[config.mk]
export PLATFORM = sky130hd
export DESIGN_NAME = csio_top
export DESIGN_NICKNAME = d
export VERILOG_FILES = /design/src/hdl/csio_clkgen.v /design/src/hdl/csio_top.v
export VERILOG_INCLUDE_DIRS = /design/src /design/src/shared
export SDC_FILE = /design/constraint.sdc
export NUM_CORES = 1
export LEC_CHECK = 0
export ABC_AREA = 1
export BUFFER_PORTS_ARGS = -buffer_cell sky130_fd_sc_hd__buf_2
export CAP_MARGIN = 20
export CORE_MARGIN = 5
export CORE_UTILIZATION = 55
export DETAILED_ROUTE_END_ITERATION = 8
export GPL_TIMING_DRIVEN = 0
export PLACE_DENSITY = 0.75
export SYNTH_ARGS = -nofsm -noshare
export SYNTH_HDL_FRONTEND = slang
export SYNTH_SLANG_ARGS = --single-unit
[constraint.sdc]
create_clock -name CLK -period 1.9 [get_ports CLK]
set_input_delay 0.57 -clock CLK [delete_from_list [all_inputs] [get_ports CLK]]
set_output_delay 0.57 -clock CLK [all_outputs]
set_load 0.01 [all_outputs]
[src/shared/csio_regs.vh]
// register offsets, field positions, reset values and timing constants
`ifndef CSIO_REGS_VH
`define CSIO_REGS_VH

// ==================================================================
// register byte offsets
`define CSIO_TXBUF_OFS   8'h00
`define CSIO_RXBUF_OFS   8'h04
`define CSIO_DIV_OFS     8'h08
`define CSIO_MODE_OFS    8'h0C
`define CSIO_CTL0_OFS    8'h10
`define CSIO_CTL1_OFS    8'h14
`define CSIO_COMMON_OFS  8'h18
`define CSIO_IRQST_OFS   8'h1C
`define CSIO_IRQMSK_OFS  8'h20

// ==================================================================
// serial_mode_register fields
`define CSIO_MODE_SMD_LO   0
`define CSIO_MODE_CKSRC    3
`define CSIO_MODE_SYNC     3'b001
// serial_control_zero fields
`define CSIO_C0_CNT_LO     0
`define CSIO_C0_TX_SHIFT_EMPTY_FLAG      3
`define CSIO_C0_ODRAIN     5
`define CSIO_C0_EDGE       6
`define CSIO_C0_MSBF       7
// serial_control_one fields
`define CSIO_C1_TXEN       0
`define CSIO_C1_TXBE       1
`define CSIO_C1_RXEN       2
`define CSIO_C1_RXDONE     3
// serial_common_control fields
`define CSIO_CC_TXIRS      0
`define CSIO_CC_CONTRX     2
// receive_buffer overrun bit
`define CSIO_RB_OVR        12
// interrupt status bits
`define CSIO_IRQ_TX        0
`define CSIO_IRQ_RX        1
`define CSIO_IRQ_OVR       2

// ==================================================================
// reset values and timing
`define CSIO_RST_C0        8'h08
`define CSIO_RST_C1        8'h02
`define CSIO_PRE_F8        8'h07
`define CSIO_PRE_F32       8'h1F
`define CSIO_OVR_BIT       4'h7
`define CSIO_WORD_BITS     4'h8

`endif

[src/hdl/csio_clkgen.v]
// internal transfer clock half-period tick generator
`timescale 1ns/1ps
module csio_clkgen (
  // clock and reset
  input  wire       CLK,
  input  wire       RESETN,
  // control
  input  wire       RUN,
  input  wire [1:0] CNT_SEL,
  input  wire [7:0] DIV,
  // half-period tick
  output reg        TICK
);
`include "csio_regs.vh"

  reg [7:0] pre_q;
  reg [7:0] div_q;
  reg [7:0] pre_max;

  always @* begin
    case (CNT_SEL)
      2'b00:   pre_max = 8'h00;
      2'b01:   pre_max = `CSIO_PRE_F8;
      default: pre_max = `CSIO_PRE_F32;
    endcase
  end

  // each tick is one half period: (n+1) counts of fi
  always @(posedge CLK) begin
    TICK <= 1'b0;
    if (!RESETN || !RUN) begin
      pre_q <= 8'h00;
      div_q <= 8'h00;
    end else if (pre_q >= pre_max) begin
      pre_q <= 8'h00;
      if (div_q >= DIV) begin
        div_q <= 8'h00;
        TICK  <= 1'b1;
      end else begin
        div_q <= div_q + 8'h01;
      end
    end else begin
      pre_q <= pre_q + 8'h01;
    end
  end
endmodule // csio_clkgen

[src/hdl/csio_top.v]
// clock synchronous serial channel with axi4-lite register slave
// Operation
// each transfer moves exactly one eight-bit word
// internal clock is fi/(2(n+1)), fi from f1, f8 or f32
// clock source bit 1 takes clock pin as input, 0 drives it
// transmit starts only with tx enabled and buffer holding a word
// receive needs rx enable, tx enable and a word in tx buffer
// tx interrupt at buffer-to-shift move or at shift completion
// rx interrupt when completed word moves into receive buffer
// overrun when unread buffer and seventh bit of new word arrive
// on overrun the rx interrupt request stays unchanged
// edge select picks drive and sample clock edges
// external clock idles high for edge 0, low for edge 1
// bit order select gives lsb first or msb first
// continuous receive: reading receive buffer re-arms reception
// software writes zero to unused control bits
// data out high, or released when open drain, until first transfer
// receive-only still shifts dummy transmit word out
// readable flags: tx buffer empty, shift empty, rx done, overrun
// software writes mode field 001 before enabling
// tx buffer empty sets on move to shift, clears on write
`timescale 1ns/1ps
module csio_top (
  // clock and reset
  input  wire        CLK,
  input  wire        RESETN,
  // axi4-lite write
  input  wire [7:0]  AWADDR,
  input  wire        AWVALID,
  output reg         AWREADY,
  input  wire [31:0] WDATA,
  input  wire [3:0]  WSTRB,
  input  wire        WVALID,
  output reg         WREADY,
  output reg  [1:0]  BRESP,
  output reg         BVALID,
  input  wire        BREADY,
  // axi4-lite read
  input  wire [7:0]  ARADDR,
  input  wire        ARVALID,
  output reg         ARREADY,
  output reg  [31:0] RDATA,
  output reg  [1:0]  RRESP,
  output reg         RVALID,
  input  wire        RREADY,
  // serial pins
  output reg         SDO,
  output reg         SDO_OE,
  input  wire        SDI,
  input  wire        SCK_I,
  output reg         SCK_O,
  output reg         SCK_OE,
  // interrupt
  output reg         IRQ
);
`include "csio_regs.vh"

  function is_mapped;
    input [7:0] a;
    begin
      is_mapped = (a[1:0] == 2'b00) && (a <= `CSIO_IRQMSK_OFS);
    end
  endfunction

  // next data bit on the output pin for the chosen bit order
  function tx_bit;
    input [7:0] w;
    input       msb;
    begin
      tx_bit = msb ? w[7] : w[0];
    end
  endfunction

  // ================================================================
  // registers
  reg  [7:0] txbuf_q, div_q, mode_q, c0_q, c1_q, cc_q;
  reg  [7:0] rxbuf_q;
  reg        ovr_q;
  reg  [2:0] irqst_q, irqmsk_q;
  reg        started_q;
  reg  [7:0] tsh_q, rsh_q;
  reg  [3:0] cnt_q;
  reg        busy_q, phase_q;
  reg        sck_q, sck_s_q, sck_p_q;
  reg        rx_arm_q, rx_cur_q;
  reg        aw_q, w_q;
  reg  [7:0] awa_q;
  reg [31:0] wd_q;

  wire ext_clk  = mode_q[`CSIO_MODE_CKSRC];
  wire edge_sel = c0_q[`CSIO_C0_EDGE];
  wire msbf     = c0_q[`CSIO_C0_MSBF];
  wire odrain   = c0_q[`CSIO_C0_ODRAIN];
  wire tx_en    = c1_q[`CSIO_C1_TXEN];
  wire txbe     = c1_q[`CSIO_C1_TXBE];
  wire rx_en    = c1_q[`CSIO_C1_RXEN];
  wire rx_done  = c1_q[`CSIO_C1_RXDONE];
  wire sync_md  = mode_q[2:0] == `CSIO_MODE_SYNC;
  wire idle_lvl = ~edge_sel;

  // ================================================================
  // axi write and read handshake
  wire wr_go = aw_q && w_q && !BVALID;
  wire rd_go = ARVALID && ARREADY;
  wire [7:0] wsel = awa_q;

  always @(posedge CLK) begin
    if (!RESETN) begin
      AWREADY <= 1'b0;
      WREADY  <= 1'b0;
      aw_q    <= 1'b0;
      w_q     <= 1'b0;
      awa_q   <= 8'h00;
      wd_q    <= 32'h0000_0000;
      BVALID  <= 1'b0;
      BRESP   <= 2'b00;
    end else begin
      AWREADY <= !aw_q && !AWREADY && AWVALID;
      WREADY  <= !w_q && !WREADY && WVALID;
      if (AWVALID && AWREADY) begin
        aw_q  <= 1'b1;
        awa_q <= AWADDR;
      end
      if (WVALID && WREADY) begin
        w_q  <= 1'b1;
        wd_q <= WDATA & {{8{WSTRB[3]}}, {8{WSTRB[2]}},
                         {8{WSTRB[1]}}, {8{WSTRB[0]}}};
      end
      if (wr_go) begin
        aw_q   <= 1'b0;
        w_q    <= 1'b0;
        BVALID <= 1'b1;
        BRESP  <= is_mapped(wsel) ? 2'b00 : 2'b10;
      end else if (BVALID && BREADY) begin
        BVALID <= 1'b0;
      end
    end
  end

  // a buffer write takes effect in the cycle the response is issued
  wire wr_txbuf = wr_go && (wsel == `CSIO_TXBUF_OFS);
  wire rd_rxbuf = rd_go && (ARADDR == `CSIO_RXBUF_OFS);

  // ================================================================
  // transfer clock
  wire tick;
  csio_clkgen u_clkgen (
    .CLK     (CLK),
    .RESETN  (RESETN),
    .RUN     (busy_q && !ext_clk),
    .CNT_SEL (c0_q[1:0]),
    .DIV     (div_q),
    .TICK    (tick)
  );

  // external clock is synchronous; edge detection on registered copy
  wire ext_rise = sck_s_q && !sck_p_q;
  wire ext_fall = !sck_s_q && sck_p_q;
  // leading edge leaves idle level, trailing edge returns to it
  wire lead  = ext_clk ? (edge_sel ? ext_rise : ext_fall)
                       : (tick && !phase_q);
  wire trail = ext_clk ? (edge_sel ? ext_fall : ext_rise)
                       : (tick && phase_q);
  // drive on leading edge, sample on trailing edge

  wire can_start = sync_md && tx_en && !txbe && !busy_q;
  // receive rides on a transmit; the word shifted out is then a dummy
  wire rx_ok = rx_en;
  wire last  = trail && cnt_q == `CSIO_WORD_BITS - 4'h1;
  wire [7:0] rx_word = msbf ? {rsh_q[6:0], SDI}
                            : {SDI, rsh_q[7:1]};
  wire ovr_hit = busy_q && rx_cur_q && rx_done && trail &&
                 cnt_q == `CSIO_OVR_BIT - 4'h1;
  wire tx_ev = (can_start && !cc_q[`CSIO_CC_TXIRS]) ||
               (last && cc_q[`CSIO_CC_TXIRS]);
  // an overrun word never raises the receive request
  wire rx_ev = last && rx_cur_q && !ovr_q && !ovr_hit;

  // ================================================================
  // shift engine
  always @(posedge CLK) begin
    if (!RESETN) begin
      tsh_q     <= 8'h00;
      rsh_q     <= 8'h00;
      cnt_q     <= 4'h0;
      busy_q    <= 1'b0;
      phase_q   <= 1'b0;
      sck_q     <= 1'b1;
      sck_s_q   <= 1'b1;
      sck_p_q   <= 1'b1;
      rx_cur_q  <= 1'b0;
      started_q <= 1'b0;
    end else begin
      sck_s_q <= SCK_I;
      sck_p_q <= sck_s_q;
      if (!busy_q)
        sck_q <= idle_lvl;
      if (can_start) begin
        tsh_q     <= txbuf_q;
        busy_q    <= 1'b1;
        cnt_q     <= 4'h0;
        phase_q   <= 1'b0;
        started_q <= 1'b1;
        rx_cur_q  <= rx_ok;
      end else if (busy_q) begin
        if (tick)
          phase_q <= ~phase_q;
        if (lead && !ext_clk)
          sck_q <= ~idle_lvl;
        // the first bit is on the pin before the first leading edge; later bits
        // move on the leading edge so the far side never sees data
        // change at its sampling edge
        if (lead && cnt_q != 4'h0)
          tsh_q <= msbf ? {tsh_q[6:0], 1'b0} : {1'b0, tsh_q[7:1]};
        if (trail) begin
          if (!ext_clk)
            sck_q <= idle_lvl;
          rsh_q <= rx_word;
          cnt_q <= cnt_q + 4'h1;
          if (last)
            busy_q <= 1'b0;
        end
      end
    end
  end

  // ================================================================
  // pin outputs
  always @(posedge CLK) begin
    if (!RESETN) begin
      SDO    <= 1'b1;
      SDO_OE <= 1'b0;
      SCK_O  <= 1'b1;
      SCK_OE <= 1'b0;
    end else begin
      // dummy word still shifts out during receive-only
      SDO    <= (started_q || can_start) ?
                tx_bit(tsh_q, msbf) : 1'b1;
      // open drain only pulls low; a one is left to the pull-up
      SDO_OE <= sync_md && (!odrain || ((started_q || can_start) &&
                !tx_bit(tsh_q, msbf)));
      SCK_O  <= sck_q;
      SCK_OE <= sync_md && !ext_clk;
    end
  end

  // ================================================================
  // register file
  wire [7:0] wb = wd_q[7:0];
  always @(posedge CLK) begin
    if (!RESETN) begin
      txbuf_q  <= 8'h00;
      div_q    <= 8'h00;
      mode_q   <= 8'h00;
      c0_q     <= `CSIO_RST_C0;
      c1_q     <= `CSIO_RST_C1;
      cc_q     <= 8'h00;
      rxbuf_q  <= 8'h00;
      ovr_q    <= 1'b0;
      irqst_q  <= 3'b000;
      irqmsk_q <= 3'b000;
      rx_arm_q <= 1'b0;
    end else begin
      if (wr_go) begin
        case (wsel)
          `CSIO_TXBUF_OFS:  txbuf_q  <= wb;
          `CSIO_DIV_OFS:    div_q    <= wb;
          `CSIO_MODE_OFS:   mode_q   <= wb;
          `CSIO_CTL0_OFS:   c0_q[7:4] <= wb[7:4];
          `CSIO_COMMON_OFS: cc_q     <= wb;
          `CSIO_IRQMSK_OFS: irqmsk_q <= wb[2:0];
          default: ;
        endcase
        if (wsel == `CSIO_CTL0_OFS)
          c0_q[1:0] <= wb[1:0];
        if (wsel == `CSIO_CTL1_OFS) begin
          c1_q[`CSIO_C1_TXEN] <= wb[`CSIO_C1_TXEN];
          c1_q[`CSIO_C1_RXEN] <= wb[`CSIO_C1_RXEN];
        end
      end
      // tx buffer empty flag: move sets, write clears
      // an armed continuous receive reuses the buffered word as dummy
      if (can_start)
        c1_q[`CSIO_C1_TXBE] <= 1'b1;
      else if (wr_txbuf || rx_arm_q)
        c1_q[`CSIO_C1_TXBE] <= 1'b0;
      c0_q[`CSIO_C0_TX_SHIFT_EMPTY_FLAG] <= !(busy_q || can_start);
      // continuous receive: read of buffer arms next reception
      if (rd_rxbuf && cc_q[`CSIO_CC_CONTRX])
        rx_arm_q <= 1'b1;
      else if (can_start)
        rx_arm_q <= 1'b0;
      // received word; undefined content simply overwritten on overrun
      if (last && rx_cur_q)
        rxbuf_q <= rx_word;
      if (ovr_hit)
        ovr_q <= 1'b1;
      else if (rd_rxbuf)
        ovr_q <= 1'b0;
      if (rx_ev)
        c1_q[`CSIO_C1_RXDONE] <= 1'b1;
      else if (rd_rxbuf)
        c1_q[`CSIO_C1_RXDONE] <= 1'b0;
      // sticky status: set beats write-one-to-clear
      irqst_q <= (irqst_q & ~((wr_go && wsel == `CSIO_IRQST_OFS) ?
                              wb[2:0] : 3'b000))
               | {ovr_hit, rx_ev, tx_ev};
    end
  end

  // ================================================================
  // read path and interrupt
  reg [31:0] rmux;
  always @* begin
    case (ARADDR)
      `CSIO_TXBUF_OFS:  rmux = {24'h00_0000, txbuf_q};
      `CSIO_RXBUF_OFS:  rmux = {19'h0_0000, ovr_q, 4'h0, rxbuf_q};
      `CSIO_DIV_OFS:    rmux = {24'h00_0000, div_q};
      `CSIO_MODE_OFS:   rmux = {24'h00_0000, mode_q};
      `CSIO_CTL0_OFS:   rmux = {24'h00_0000, c0_q};
      `CSIO_CTL1_OFS:   rmux = {24'h00_0000, c1_q};
      `CSIO_COMMON_OFS: rmux = {24'h00_0000, cc_q};
      `CSIO_IRQST_OFS:  rmux = {29'h0000_0000, irqst_q};
      `CSIO_IRQMSK_OFS: rmux = {29'h0000_0000, irqmsk_q};
      default:          rmux = 32'h0000_0000;
    endcase
  end

  always @(posedge CLK) begin
    if (!RESETN) begin
      ARREADY <= 1'b0;
      RVALID  <= 1'b0;
      RDATA   <= 32'h0000_0000;
      RRESP   <= 2'b00;
      IRQ     <= 1'b0;
    end else begin
      ARREADY <= ARVALID && !ARREADY && !RVALID;
      if (rd_go) begin
        RVALID <= 1'b1;
        RDATA  <= rmux;
        RRESP  <= is_mapped(ARADDR) ? 2'b00 : 2'b10;
      end else if (RVALID && RREADY) begin
        RVALID <= 1'b0;
      end
      IRQ <= |(irqst_q & irqmsk_q);
    end
  end
endmodule // csio_top

==> results of run 1 <==
layout make-up:
class	instances	area, µm²
fill	1072	4080
multi-input combinational	647	3330
sequential	142	2850
clock buffer	21	450
inverter	106	399
buffer	56	359
timing repair buffer	53	265
tap	168	210
clock inverter	11	116
power breakdown:
| group | internal [µW] | switching (µW) | total [µW] |
|---|---|---|---|
| sequential | 3010 | 20.6 | 3030 |
| clock | 1960 | 1260 | 3220 |
| combinational | 113 | 215 | 329 |
| total | 5080 | 1500 | 6580 |
cells in the final DEF (no fill, tap or decap), types with 9 or more instances in the layout:
master / count
o21ai_0: 70
clkbuf_1: 16
conb_1: 27
nand2_1: 169
a21oi_1: 74
a211oi_1: 28
buf_4: 28
nor2_1: 124
buf_2: 58
nand3_1: 63
clkbuf_16: 17
dfxtp_1: 140
inv_1: 94
ha_1: 18
a211oi_2: 10
inv_2: 9
registers in the layout, summed over array words and instances (netlist names), 3 cells and up:
| register | cells |
|---|---|
| mode_q | 8 |
| c1_q | 4 |
| awa_q | 8 |
| RDATA | 9 |
| div_q | 8 |
| cnt_q | 4 |
| cc_q | 8 |
| irqst_q | 3 |
| rxbuf_q | 8 |
| tsh_q | 8 |
| wd_q | 8 |
| u_clkgen.pre_q | 8 |
| txbuf_q | 8 |
| u_clkgen.div_q | 8 |
| c0_q | 7 |
| rsh_q | 8 |
| irqmsk_q | 3 |
logic make-up after synthesis:
group	after synthesis	synth area share [%]
flip-flops	142	41.7
other	1	0.0551
XOR/XNOR	7	0.900
AO/OA/AOI/OAI	196	17.0
buffers and inverters	162	11.1
AND/OR/NAND/NOR	399	25.8
adder cells (fa/ha/maj)	18	3.31
timing repair:
action / in CTS / in global routing
hold endpoints to repair: 0 / 0
resized for setup: 4 / 7
pin swaps: 0 / 1
endpoints found under the setup margin: 5 / 13
gates cloned: 0 / 0
metrics by stage:
stage | area (µm²) | hold slack [ns] | power [µW]
after global placement | 7380 | 0.422 | 3410
after floorplan | 6910 | 0.403 | 3310
final | 7980 | 0.327 | 6580
after CTS | 7960 | 0.315 | 6620
after detailed placement | 7380 | 0.430 | 3420
after global routing | 7980 | 0.347 | 6780
metal layers:
layer,share of wire (%),vias to the layer above
li1,-,3186
met1,45,2794
met2,45,246
met3,7.8,31
met4,2.2,0
met5,0,-
final timing paths:
check	startpoint	to	slack (ns)	cells past startpoint
hold / removal	SCK_I	sck_s_q	0.33	2
setup / recovery	div_q[5]	u_clkgen.div_q[1]	0.09	9
hold reg to reg	ARREADY	ARREADY	0.43	1
setup reg to reg	div_q[5]	u_clkgen.div_q[1]	0.09	9
worst max-delay path, stage by stage, from the launching register on:
cell	delay, ns
dfxtp_1	0.37
inv_1	0.08
ha_1	0.32
a21oi_1	0.15
nor2_1	0.05
nor3_1	0.20
nand3_1	0.20
nand2_4	0.12
nand2_2	0.11
a21oi_1	0.14
==> results.md, run 1 <==
* Most used DFF post-synth: dfxtp_1
* Startpoint types: register
* CTS tree: built
* Total GRT Usage at 24.1%
* GR Layer Usage met2 at 37.3%
* DPL Wire Length at 13.2 mm
* Starting Density at 56.5%
* Inst Count DP at 1,172
* Layout cells sized above 1 at 17.0%
* Std cell rows at 40
* Drt pass-1 iters at 5
* Chip Height at 121 µm
* P&R area growth vs syn at 17.2%
* Met1 Use GR at 33.0%
* TritonCTS Buffers at 17
* Die width at 121 µm
* Number of distinct library cells after synthesis at 43
* Hold Fails Final Rpt at 0
* DRT Wirelength at 17.6 mm
* Critical path arrival at 2.17 ns
* # DRC at 0
* Worst-Margin Slew at 0.616 ns
* Final Cycle Share at 95.4%
* IO Port Bufs at 53
* Setup Skew at 0.0101 ns
* Asr flop ratio synth at 0%
* H-tree Lvls at 4
* Core Box Area at 12,100 µm²
* Fin util at 66.2%
* Grt ovf at 0
* WS Path Type: register to register
* Vias per inst at 5.20
* CTS Hold Buffers Added at 0
* Setup TNS at 0 ns
* Yosys reg bits at 142
* Non-filler cells, final at 1,204
* DR WL/cell at 14.6 µm
* CTS Buffer Depth at 2
* EDFF count, synth at 0
* Skew-Pair Late Insertion Delay at 0.43 ns
* Critical path data required time at 2.26 ns
* DR vias at 6,257
* Fin nets at 1,102
* Pre-CTS WS at -0.194 ns
* DRT antenna net count at 0
* Busiest metal layer after global routing: met2
* Mapped Avg Cell Area at 7.36 µm²
* Ys Warns at 0
* Cell accounting for the most synthesized area: dfxtp_1
* Post-CTS Setup Repair Bufs at 0
* Part of the Yosys area used for sequential elements at 41.7%
* Tmin final at 1.81 ns
* Initial antenna violation count at 0
* Die area at 14,700 µm²
* I/O pins at 107
* Mapped Area at 6810 µm²
* Clock root cell: clkbuf_16
* Critical path fanouts, max at 5
* Synth cell count leaders: nand2_1, dfxtp_1, nor2_1, inv_1, a21oi_1
* Max-cap violations at 0
* Share of the synthesized area in the top cell type at 41.7%
* Worst Setup Slack, final at 0.0870 ns
* First-pass GRT wire length at 27.7 mm
* Vias in the first global route at 5,579
* # setup viols final at 0
* Mapped Cells at 925
* Pwr dens at 824 nW/µm²
* Rel. slew slack at 58.9%
* CTS Sinks at 142
* Area contributors post-synth: dfxtp_1, nand2_1, nor2_1, a21oi_1, inv_1
* GRT met3 Usage at 5.64%
* Cell with the most instances after synthesis: nand2_1
* Initial DRC count at 499
* Worst VDD drop at 0.884 mV
* Peak Freq at 0.552 GHz
* # diodes at 0
* Worst hold path type: input port to register
* Status: finished, final reports clean
* Clock-pin slew on the worst setup and hold paths at 0.06 ns
* Gpl congestion at 0.985
* P_leak at 0.00335 µW
* Worst setup EP type: register
* Max-slew violations at 0
* Largest net degree at the start of global routing at 17
Note: power is estimated with default switching activity, not from simulation.
==> inputs of run 2 (changes only) <==
--- a/config.mk
+++ b/config.mk
@@ -12,6 +12,6 @@
 export CORE_MARGIN = 5
-export CORE_UTILIZATION = 55
+export CORE_UTILIZATION = 43
 export DETAILED_ROUTE_END_ITERATION = 8
 export GPL_TIMING_DRIVEN = 0
-export PLACE_DENSITY = 0.75
+export PLACE_DENSITY = 0.6
 export SYNTH_ARGS = -nofsm -noshare
==> constraint.sdc (replaced) <==
create_clock -name CLK -period 1.9 [get_ports CLK]
set_input_delay 0.095 -clock CLK [delete_from_list [all_inputs] [get_ports CLK]]
set_output_delay 0.095 -clock CLK [all_outputs]
set_load 0.01 [all_outputs]
==> results.md, run 2 (same netlist as run 1, synthesis figures left out) <==
* Reg-to-reg slack, setup at 0.17 ns (+0.08 ns)
* Critical path fanouts, max at 10 (+5)
* DR vias at 6,166 (-1.5%)
* CTS Sinks at 142 (unchanged)
* DRT Wirelength at 18.1 mm (+2.7%)
* Worst hold path type: input port to register
* Worst-Margin Slew at 0.675 ns (+0.0583 ns)
* # setup viols final at 0 (unchanged)
* Startpoint types: register
* Skew-Pair Late Insertion Delay at 0.42 ns (about the same)
* Commonest non-fill, non-tap cells in the layout: nand2_1, dfxtp_1, nor2_1, inv_1, a21oi_1
* Worst R2R End: u_clkgen.div_q[1]
* Critical path arrival at 2.09 ns (-0.08 ns)
* Multi-input logic area at 3350 µm² (+0.41%)
* Die area at 18,500 µm² (+25%)
* Fin nets at 1,118 (+1.5%)
* Min-delay src: WDATA[6]
* Worst R2R Start: c0_q[0]
* Vias in the first global route at 5,595 (+0.29%)
* DPL Wire Length at 13.8 mm (+4.7%)
* Max-slew violations at 0 (unchanged)
* WS Path Type: register to register
* Core Box Area at 15,700 µm² (+30%)
* Total GRT Usage at 20.0% (-4.1 points)
* CTS Buffer Depth at 2 (unchanged)
* # DRC at 0 (unchanged)
* TritonCTS Buffers at 17 (unchanged)
* Grt ovf at 0 (unchanged)
* Setup Skew at 0.00950 ns (-0.000611 ns)
* Drt pass-1 iters at 7 (+2)
* Largest net degree at the start of global routing at 17 (unchanged)
* Critical path data required time at 2.26 ns (about the same)
* # diodes at 0 (unchanged)
* Worst VDD drop at 0.564 mV (-36%)
* DR WL/cell at 14.3 µm (-2.5%)
* Layout cells sized above 1 at 17.2% (+0.22 points)
* Non-filler cells, final at 1,268 (+5.3%)
* P&R area growth vs syn at 20.5%
* Most flops, register: RDATA
* Post-CTS Setup Repair Bufs at 0 (unchanged)
* CTS tree: built
* FILL cells at 1,573 (+47%)
* Starting Density at 43.3% (-13 points)
* I/O pins at 107 (unchanged)
* Worst setup EP type: register
* Max reg flops at 9 (unchanged)
* Pwr dens at 793 nW/µm² (-3.8%)
* Reg2Reg Depth at 12 (+3)
* Tmin final at 1.73 ns (-0.0809 ns)
* First-pass GRT wire length at 28.6 mm (+3.5%)
* Rel. slew slack at 55.0% (-3.9 points)
* DRT antenna net count at 0 (unchanged)
* Status: finished, final reports clean
* Final Cycle Share at 91.2% (-4.3 points)
* Hold Path Stages at 3 (+1)
* Initial antenna violation count at 0 (unchanged)
* Hold path endpoint: wd_q[6]
* Clock root cell: clkbuf_16
* Commonest non-fill, non-tap cell in the layout: nand2_1
* Inst Count DP at 1,220 (+4.1%)
* Die width at 136 µm (+12%)
* Gpl congestion at 0.893 (-9.3%)
* Chip Height at 136 µm (+12%)
* Fin util at 52.2% (-14 points)
* Peak Freq at 0.577 GHz (+4.7%)
* Clock-pin slew on the worst setup and hold paths at 0.06 ns (about the same)
* RSZ-0062 raised after global routing: yes
* H-tree Lvls at 4 (unchanged)
* Std cell rows at 46 (+15%)
* Initial DRC count at 393 (-21%)
* Max-cap violations at 0 (unchanged)
* IO Port Bufs at 53 (unchanged)
* P_leak at 0.00340 µW (+1.6%)
* Vias per inst at 4.86 (-6.4%)
* Hold Fails Final Rpt at 0 (unchanged)
* Sequential Area at 2840 µm² (-0.13%)
-- run 2: cell types whose count changed in the layout (fill, tap and decap cells not counted), moves of 3 or more --
cell / delta
clkbuf_1: -3
clkinv_4: +3
clkinvlp_4: +3
dlygate4sd3_1: +16
-- run 2: worst max-delay path: stages, from the launching register on --
cell and delay [ns]:
dfxtp_1 0.36, nor2_4 0.14, inv_1 0.05, ha_1 0.26, nand2_1 0.06, nor2_1 0.04, nor2_1 0.09, nand2_1 0.08
nand2_2 0.13, nand2_4 0.12, nand2_4 0.12, nand2_2 0.10, a21oi_2 0.13
-- run 2: cell type report --
cell class / count / area share (%)
clock inverter: 14 / 1.48
timing repair buffer: 69 / 5.19
tap: 216 / 3.29
inverter: 106 / 4.87
buffer: 56 / 4.38
clock buffer: 18 / 5.35
multi-input combinational: 647 / 40.8
sequential: 142 / 34.7
-- run 2: how the worst max path moves through the flow --
stage	from	to	slack (ns)	depth (start not counted)
finish	c0_q[0]	u_clkgen.div_q[1]	0.17	12
global route	c0_q[0]	u_clkgen.div_q[5]	-0.01	12
CTS	c0_q[1]	u_clkgen.div_q[1]	0.01	10
detailed placement	c0_q[0]	u_clkgen.div_q[1]	-0.08	12
global placement	c0_q[0]	u_clkgen.div_q[1]	-0.07	12
floorplan	c0_q[0]	u_clkgen.div_q[1]	0.28	12
-- run 2: power by group --
part | switching [µW] | total, µW | internal (µW) | leakage (µW)
sequential | 21.6 | 3030 | 3010 | 0.00115
clock | 1290 | 3110 | 1830 | 0.000271
combinational | 225 | 360 | 135 | 0.00198
-- run 2: metrics by stage --
stage               total power [µW]  hold slack, ns  cell area, µm²  TNS, ns  worst slack, ns
global placement                3420           0.296            7440   -0.188          -0.0677
finish                          6510         0.00653            8200        0            0.168
detailed placement              3430           0.301            7440   -0.263          -0.0759
global route                    6760         0.00935            8200  -0.0295          -0.0108
CTS                             6560         0.00309            8170        0           0.0114
floorplan                       3310           0.202            6910        0            0.280
-- run 2: per-layer routing --
layer / part of all wire [%] / vias up / global-route usage [%]
met1: 49 / 2748 / 28.0
met4: 1.9 / 0 / 6.05
li1: - / 3209 / -
met3: 5.9 / 24 / 3.96
met2: 43 / 185 / 31.1
met5: 0 / - / 0
-- run 2: timing repair --
action | 4_1_cts | 5_1_grt
endpoints found under the hold margin | 16 | 0
pin swaps | 0 | 0
cloned | 0 | 0
resized for setup | 3 | 9
endpoints found under the setup margin | 5 | 9
hold buffers | 16 | 0
